--- config.mk ---
export PLATFORM = sky130hd
export DESIGN_NAME = tag_ctl
export DESIGN_NICKNAME = d
export VERILOG_FILES = /design/src/tag_ctl_pkg.sv /design/src/tag_sync_if.sv /design/src/tag_pin_sync.sv /design/src/tag_ctl.sv
export VERILOG_INCLUDE_DIRS = /design/src /design/src/src
export SDC_FILE = /design/constraint.sdc
export NUM_CORES = 1
export LEC_CHECK = 0
export ABC_CLOCK_PERIOD_IN_PS = 2980
export BUFFER_PORTS_ARGS = -buffer_cell sky130_fd_sc_hd__buf_2
export CAP_MARGIN = 20
export CORE_UTILIZATION = 54
export DETAILED_ROUTE_END_ITERATION = 16
export PLACE_DENSITY = 0.77
export SLEW_MARGIN = 20
export SYNTH_ARGS = -nofsm -noshare
export SYNTH_HDL_FRONTEND = slang
export SYNTH_SLANG_ARGS = --single-unit
--- constraint.sdc ---
create_clock -name clk -period 2.98 [get_ports clk]
set_clock_uncertainty 0.15 [all_clocks]
set_input_delay 0.447 -clock clk [delete_from_list [all_inputs] [get_ports clk]]
set_output_delay 0.447 -clock clk [all_outputs]
set_load 0.02 [all_outputs]
--- src/tag_ctl_defines.svh ---
// tag_ctl_defines.svh: timing counts and widths for the tag memory controller
// assumes a 20 MHz system clock (50 ns period)
`ifndef TAG_CTL_DEFINES_SVH
`define TAG_CTL_DEFINES_SVH

`define CLK_PERIOD_PS 50000
`define WORD_SEL_W 12
`define TAG_W 4
// device timing in ps, fastest grade
`define ADDR_TO_HIT_PS 10000
`define DATA_TO_HIT_PS 8000
`define HIT_HOLD_AFTER_ADDR_PS 3000
`define DRIVE_ACCESS_DELAY_PS 7000
`define STROBE_TO_FLOAT_DELAY_PS 5000
`define ADDR_VALID_TO_END_PS 8000
`define DATA_VALID_TO_END_PS 6000
`define WRITE_PULSE_PS 8000
`define STROBE_HIGH_BEFORE_WIPE_RELEASE_PS 5000
`define WIPE_PULSE_WIDTH_PS 12000
`define WIPE_RECOVERY_PS 5000
// least times round up to whole cycles, at least one
`define CYC_MIN(ps) ((((ps) + `CLK_PERIOD_PS - 1) / `CLK_PERIOD_PS) < 1 ? 1 : \
  (((ps) + `CLK_PERIOD_PS - 1) / `CLK_PERIOD_PS))
// wipe duty cycle at most one in ten: wipe low for n, then high for 9n
`define WIPE_DUTY_FACTOR 9
`define CNT_W 8

`endif

--- src/tag_ctl_pkg.sv ---
// tag_ctl_pkg: types for the tag memory controller
// assumes tag_ctl_defines.svh is compiled first
`include "tag_ctl_defines.svh"
package tag_ctl_pkg;
  typedef enum logic [1:0] {
    OP_MATCH = 2'h0,
    OP_WRITE = 2'h1,
    OP_READ  = 2'h2,
    OP_WIPE  = 2'h3
  } op_e;
  typedef enum logic [6:0] {
    ST_IDLE    = 7'h01,
    ST_SETUP   = 7'h02,
    ST_STROBE  = 7'h04,
    ST_SETTLE  = 7'h08,
    ST_SAMPLE  = 7'h10,
    ST_RECOVER = 7'h20,
    ST_DONE    = 7'h40
  } seq_e;
  typedef logic [`CNT_W-1:0] cnt_t;
endpackage

--- src/tag_sync_if.sv ---
// tag_sync_if: synchronised device answers passed between controller modules
// assumes one clock domain
`timescale 1ns/1ps
interface tag_sync_if #(parameter int TW = 4);
  logic [TW-1:0] tag_q;
  logic hit_q;
  modport sync (output tag_q, output hit_q);
  modport user (input tag_q, input hit_q);
endinterface

--- src/tag_pin_sync.sv ---
// tag_pin_sync: two-flop synchroniser for the device hit and tag pins
// assumes asynchronous pin inputs
`timescale 1ns/1ps
module tag_pin_sync #(
  parameter int TW = 4
) (
  input wire logic clk,
  input wire logic sys_rst,
  input wire logic [TW-1:0] tag_in,
  input wire logic hit_in,
  tag_sync_if.sync sy
);
  logic [TW:0] s1_reg, s1_next, s2_reg, s2_next;
  always_comb begin
    s1_next = {hit_in, tag_in};
    s2_next = s1_reg;
  end
  always_ff @(posedge clk) begin
    if (sys_rst) begin
      s1_reg <= '0;
      s2_reg <= '0;
    end else begin
      s1_reg <= s1_next;
      s2_reg <= s2_next;
    end
  end
  assign sy.tag_q = s2_reg[TW-1:0];
  assign sy.hit_q = s2_reg[TW];
endmodule

--- src/tag_ctl.sv ---
// tag_ctl: controller driving an asynchronous 4k x 4 tag memory with comparator
// assumes a 20 MHz clock; device pins are asynchronous to it
//
// Notes on behaviour
// - strobe high whenever address changes
// - write pulse covers float plus setup
// - never drive tag bits while device drives
// - address, data set up before strobe ends
// - strobe high before wipe release; duty
// - keep address driven always; data driven from a write or match until the next read
`timescale 1ns/1ps
`include "tag_ctl_defines.svh"
module tag_ctl
  import tag_ctl_pkg::*;
#(
  parameter int AW = `WORD_SEL_W,
  parameter int TW = `TAG_W
) (
  // clock and reset
  input wire logic clk,
  input wire logic sys_rst,
  // command port
  input wire logic req_valid,
  input wire logic [1:0] req_op,
  input wire logic [AW-1:0] req_addr,
  input wire logic [TW-1:0] req_tag,
  output logic req_ready,
  output logic rsp_valid,
  output logic rsp_hit,
  output logic [TW-1:0] rsp_tag,
  // device pins
  output logic [AW-1:0] word_select,
  output logic [TW-1:0] tag_bits_out,
  output logic tag_bits_oe_n,
  input wire logic [TW-1:0] tag_bits_in,
  output logic write_strobe_n,
  output logic drive_n,
  output logic wipe_all_n,
  input wire logic hit
);
  // ----------------------------------------
  // timing counts
  // ----------------------------------------
  // hit and read data must pass two sync flops, so settle time is only the device delay
  localparam cnt_t SETTLE_HIT = cnt_t'(`CYC_MIN(`ADDR_TO_HIT_PS > `DATA_TO_HIT_PS ?
    `ADDR_TO_HIT_PS : `DATA_TO_HIT_PS));
  localparam cnt_t SETTLE_READ = cnt_t'(`CYC_MIN(`DRIVE_ACCESS_DELAY_PS));
  localparam cnt_t SETUP_WR = cnt_t'(`CYC_MIN(`ADDR_VALID_TO_END_PS));
  localparam cnt_t PULSE_WR = cnt_t'(`CYC_MIN(`STROBE_TO_FLOAT_DELAY_PS + `DATA_VALID_TO_END_PS >
    `WRITE_PULSE_PS ? `STROBE_TO_FLOAT_DELAY_PS + `DATA_VALID_TO_END_PS : `WRITE_PULSE_PS));
  // one less than the least width: the setup state itself holds the wipe low for a cycle
  localparam cnt_t PULSE_WIPE = cnt_t'(`CYC_MIN(`WIPE_PULSE_WIDTH_PS) - 1);
  localparam cnt_t GAP_WIPE = cnt_t'(`CYC_MIN(`STROBE_HIGH_BEFORE_WIPE_RELEASE_PS));
  localparam cnt_t RECOV_WIPE = cnt_t'(`WIPE_DUTY_FACTOR * `CYC_MIN(`WIPE_PULSE_WIDTH_PS));
  localparam cnt_t RECOV_RD = cnt_t'(`CYC_MIN(`DRIVE_ACCESS_DELAY_PS));

  // ----------------------------------------
  // pin synchroniser
  // ----------------------------------------
  tag_sync_if #(.TW(TW)) sy ();
  tag_pin_sync #(.TW(TW)) u_sync (
    .clk(clk),
    .sys_rst(sys_rst),
    .tag_in(tag_bits_in),
    .hit_in(hit),
    .sy(sy)
  );

  // ----------------------------------------
  // sequencer
  // ----------------------------------------
  seq_e st_reg, st_next;
  op_e op_reg, op_next;
  cnt_t cnt_reg, cnt_next;
  logic [AW-1:0] addr_reg, addr_next;
  logic [TW-1:0] dout_reg, dout_next;
  logic oe_n_reg, oe_n_next, we_n_reg, we_n_next, rd_n_reg, rd_n_next, wipe_n_reg, wipe_n_next;
  logic rdy_reg, rdy_next, rv_reg, rv_next, rh_reg, rh_next;
  logic [TW-1:0] rt_reg, rt_next;

  always_comb begin
    st_next = st_reg;
    op_next = op_reg;
    cnt_next = cnt_reg;
    addr_next = addr_reg;
    dout_next = dout_reg;
    oe_n_next = oe_n_reg;
    we_n_next = we_n_reg;
    rd_n_next = rd_n_reg;
    wipe_n_next = wipe_n_reg;
    rdy_next = rdy_reg;
    rv_next = 1'b0;
    rh_next = rh_reg;
    rt_next = rt_reg;
    if (cnt_reg != '0) begin
      cnt_next = cnt_reg - cnt_t'(1);
    end
    case (st_reg)
      ST_IDLE: begin
        // ready comes up one edge after reset lets go
        rdy_next = 1'b1;
        if (req_valid && rdy_reg) begin
          rdy_next = 1'b0;
          op_next = op_e'(req_op);
          // address moves only while strobe is high
          addr_next = req_addr;
          dout_next = req_tag;
          st_next = ST_SETUP;
          cnt_next = '0;
          case (op_e'(req_op))
            OP_WIPE: begin
              wipe_n_next = 1'b0;
              cnt_next = PULSE_WIPE;
            end
            OP_READ: begin
              // let go of the shared pins before the device drives them
              oe_n_next = 1'b1;
            end
            default: begin
              oe_n_next = 1'b0;
            end
          endcase
        end
      end
      ST_SETUP: begin
        case (op_reg)
          OP_WIPE: begin
            if (cnt_reg == '0) begin
              wipe_n_next = 1'b1;
              cnt_next = RECOV_WIPE;
              st_next = ST_RECOVER;
            end
          end
          OP_WRITE: begin
            we_n_next = 1'b0;
            cnt_next = PULSE_WR;
            st_next = ST_STROBE;
          end
          OP_READ: begin
            rd_n_next = 1'b0;
            cnt_next = SETTLE_READ;
            st_next = ST_SETTLE;
          end
          default: begin
            cnt_next = SETTLE_HIT;
            st_next = ST_SETTLE;
          end
        endcase
      end
      ST_STROBE: begin
        // pulse covers address and data setup to the rising strobe edge
        if (cnt_reg == '0) begin
          we_n_next = 1'b1;
          cnt_next = GAP_WIPE;
          st_next = ST_RECOVER;
        end
      end
      ST_SETTLE: begin
        // hold-time margin is far below one clock, so old hit never leaks in
        if (cnt_reg == '0) begin
          cnt_next = cnt_t'(2);
          st_next = ST_SAMPLE;
        end
      end
      ST_SAMPLE: begin
        // two more cycles for the synchroniser to carry the settled pins
        if (cnt_reg == '0) begin
          rv_next = 1'b1;
          rh_next = sy.hit_q;
          rt_next = (op_reg == OP_READ) ? sy.tag_q : dout_reg;
          if (op_reg == OP_READ) begin
            rd_n_next = 1'b1;
            cnt_next = RECOV_RD;
            st_next = ST_RECOVER;
          end else begin
            st_next = ST_DONE;
          end
        end
      end
      ST_RECOVER: begin
        if (cnt_reg == '0) begin
          if (op_reg != OP_READ) begin
            rv_next = 1'b1;
            rh_next = 1'b0;
            rt_next = dout_reg;
          end
          st_next = ST_DONE;
        end
      end
      ST_DONE: begin
        rdy_next = 1'b1;
        st_next = ST_IDLE;
      end
      default: begin
        st_next = ST_IDLE;
      end
    endcase
  end

  always_ff @(posedge clk) begin
    if (sys_rst) begin
      st_reg <= ST_IDLE;
      op_reg <= OP_MATCH;
      cnt_reg <= '0;
      addr_reg <= '0;
      dout_reg <= '0;
      oe_n_reg <= 1'b1;
      we_n_reg <= 1'b1;
      rd_n_reg <= 1'b1;
      wipe_n_reg <= 1'b1;
      rdy_reg <= 1'b0;
      rv_reg <= 1'b0;
      rh_reg <= 1'b0;
      rt_reg <= '0;
    end else begin
      st_reg <= st_next;
      op_reg <= op_next;
      cnt_reg <= cnt_next;
      addr_reg <= addr_next;
      dout_reg <= dout_next;
      oe_n_reg <= oe_n_next;
      we_n_reg <= we_n_next;
      rd_n_reg <= rd_n_next;
      wipe_n_reg <= wipe_n_next;
      rdy_reg <= rdy_next;
      rv_reg <= rv_next;
      rh_reg <= rh_next;
      rt_reg <= rt_next;
    end
  end

  // ----------------------------------------
  // outputs, all from flops
  // ----------------------------------------
  assign req_ready = rdy_reg;
  assign rsp_valid = rv_reg;
  assign rsp_hit = rh_reg;
  assign rsp_tag = rt_reg;
  assign word_select = addr_reg;
  assign tag_bits_out = dout_reg;
  assign tag_bits_oe_n = oe_n_reg;
  assign write_strobe_n = we_n_reg;
  assign drive_n = rd_n_reg;
  assign wipe_all_n = wipe_n_reg;
endmodule

==> flow_summary.json <==
{
  "cts_setup_buffers": 0,
  "final_cell_mix": "dfxtp_1, buf_2, nand2_1",
  "swShare_pct": 39.8,
  "grt_max_degree": 42,
  "netlist_area_um2": 2570,
  "ys.flop_type": "dfxtp_1",
  "crit_chain": "inv_1 -> ha_1 -> or4b_1 -> nor2_8 -> inv_2 -> ha_1 -> nand4_1 -> a32oi_1 -> a31oi_1",
  "relSlewSlack_pct": 53.9,
  "drtIter0Drc": 233,
  "cp.arrival_ns": 2.71,
  "yosys.area.top_type_share_pct": 42.1,
  "muxShareOfSynthArea_pct": 2.00,
  "synth-compound-area-share_pct": 19.3,
  "rsz0062_at_grt": "no",
  "critical_path.max_stage_delay_ns": 0.66,
  "die_area_um2": 5030,
  "largest_register_ffs": 12,
  "ir_worst_vdd_mv": 0.419,
  "tightest_slew_ns": 0.689,
  "hold_path_class": "primary input to register",
  "required_ns": 3.02,
  "num_rows": 24,
  "fmax_ghz": 0.374,
  "ant_nets": 0,
  "start_kind": "register",
  "core_um2": 4470,
  "grt_overflow": 0,
  "fin_crit_sh_pct": 89.7,
  "cts_resized": 0,
  "clk_latency_ns": 0.31,
  "grt_util_met3_pct": 6.84,
  "cts_hold_buf": 0,
  "power.switching_uw": 978,
  "globalplace.congestion": 0.942,
  "synth_fa_ha_area_share_pct": 1.46,
  "critPathMostFrequentCell": "ha_1",
  "antenna_cells": 0,
  "final.setup.tns_ns": 0,
  "synth_top_family_by_area": "simple AND/OR/NAND/NOR gates",
  "hpwl_mm": 4.00,
  "setup_viol": 0,
  "top_usage_layer": "met2",
  "wl_per_cell_um": 14.6,
  "use_met2_pct": 40.8,
  "synth-edff-count": 0,
  "layoutNonFillerInstCount": 381,
  "cp_max_fo": 9,
  "slew_viol_final": 0,
  "synth_area_per_cell_um2": 8.95,
  "fin_crit_ns": 2.67,
  "synthCells": 287,
  "cts-htree-levels": 2,
  "layout-drive-gt1-share_pct": 28.6,
  "area_growth_pct": 12.8,
  "die_h_um": 71.0,
  "intPower_mw": 1.48,
  "holdWs_ns": 0.186,
  "post-place-cells": 373,
  "synth_cell_types": 62,
  "path_clk_slew_ns": 0.10,
  "synth_seq_cells": 54,
  "grt_usage_pct": 24.3,
  "p_leak_nw": 1.14,
  "cts_root_buf": "clkbuf_8",
  "synth.net_count": 316,
  "ios": 53,
  "first_global_vias": 2182,
  "crit_family": "simple AND/OR/NAND/NOR gates",
  "pwr-share-comb_pct": 40.8,
  "seq_power_share_pct": 38.7,
  "pwr_density_cell_nw_per_um2": 850,
  "critPathSlowestCell": "or4b_1",
  "cts_num_sinks": 54,
  "numCtsBuffers": 5,
  "nNetsFinal": 357,
  "synth_xor_xnor_area_share_pct": 2.39,
  "io_buffers": 52,
  "synth_seq_area_share_pct": 42.1,
  "routed_wl_mm": 5.56,
  "clockBufferDepth": 2,
  "vias": 2242,
  "drc": 0,
  "power.share.clock_pct": 20.5,
  "synth_top_area_cell": "dfxtp_1",
  "status": "finished clean",
  "drv_cap": 0,
  "first_pass_iters": 4,
  "grt_antenna_before_repair": 0,
  "synth-simple-area-share_pct": 26.4,
  "synth.top_cells.by_area": "dfxtp_1, nand2_1, a21oi_1",
  "async_flop_share_pct": 0,
  "ys_warn_count": 0,
  "die_w_um": 71.0,
  "crit_buf_inv": 2,
  "end_kind": "register",
  "finalHoldViolCount": 0,
  "viasPerCell": 5.88,
  "use_met1_pct": 29.7,
  "grt_pass1_wl_mm": 9.65,
  "cts_tree": "yes",
  "final_common_cell": "dfxtp_1",
  "start_util_pct": 57.4,
  "critical_path_class": "register to register"
}
-- layer usage --
layer,wire [um],up-vias,part of all wire (%)
met5,0,-,0
met3,476,12,8.6
li1,-,1105,-
met2,2660,101,48
met1,2320,1024,42
met4,93,0,1.7
-- power groups by stage --
| stage | sequential [mW] | clock (mW) | combinational [mW] |
|---|---|---|---|
| 6_report | 0.953 | 0.504 | 1.00 |
| 3_5_place_dp | 0.969 | 0 | 0.997 |
| 4_1_cts | 0.952 | 0.518 | 1.00 |
| 5_1_grt | 0.973 | 0.548 | 1.12 |
| 2_1_floorplan | 0.966 | 0 | 0.827 |
| 3_3_place_gp | 0.963 | 0 | 0.980 |
-- synth_stat cells (4+ instances only) --
library cell,n
buf_2,4
o21ai_0,8
a21oi_2,10
nand2_2,10
nor2b_1,12
buf_6,4
a31oi_1,5
a211oi_1,7
clkbuf_1,9
nor3_1,9
a21oi_1,18
dfxtp_1,54
inv_1,7
nand3_1,6
xnor2_1,6
nand2_1,30
mux2i_1,4
nor2_1,19
-- stage by stage --
| stage | area [um^2] | setup WS, ns | util, % | total power, mW |
|---|---|---|---|---|
| after CTS | 2900 | 0.301 | 64.7 | 2.47 |
| after detailed placement | 2780 | 0.318 | 62.1 | 1.97 |
| final | 2900 | 0.306 | 64.7 | 2.46 |
| after global placement | 2780 | 0.382 | 62.1 | 1.94 |
| after global routing | 2900 | 0.115 | 64.7 | 2.64 |
| after floorplan | 2570 | 0.640 | - | 1.79 |
-- cells by family after synthesis --
logic type               Yosys count
adder cells (fa/ha/maj)            3
multiplexers                       5
AO/OA/AOI/OAI                     70
flip-flops                        54
buffers and inverters             28
AND/OR/NAND/NOR                  120
XOR/XNOR                           7
-- worst paths after layout --
| path | startpoint | to | slack [ns] | cells after the start |
|---|---|---|---|---|
| max reg2reg | cnt_reg[0]$_SDFF_PP0_ | cnt_reg[0]$_SDFF_PP0_ | 0.31 | 9 |
| max | cnt_reg[0]$_SDFF_PP0_ | cnt_reg[0]$_SDFF_PP0_ | 0.31 | 9 |
| min reg2reg | u_sync.s1_reg[4]$_SDFF_PP0_ | u_sync.s2_reg[4]$_SDFF_PP0_ | 0.29 | 1 |
| min | tag_bits_in[2] | u_sync.s1_reg[2]$_SDFF_PP0_ | 0.19 | 2 |
-- layout make-up --
cell class | instances | area (um^2)
Clock inverter | 3 | 47.5
Fill cell | 370 | 1580
Tap cell | 52 | 65.1
Multi-Input combinational cell | 205 | 1330
Inverter | 8 | 30.0
Sequential cell | 54 | 1080
Clock buffer | 5 | 68.8
Timing Repair Buffer | 54 | 275
(Power assumes the default switching activity.)
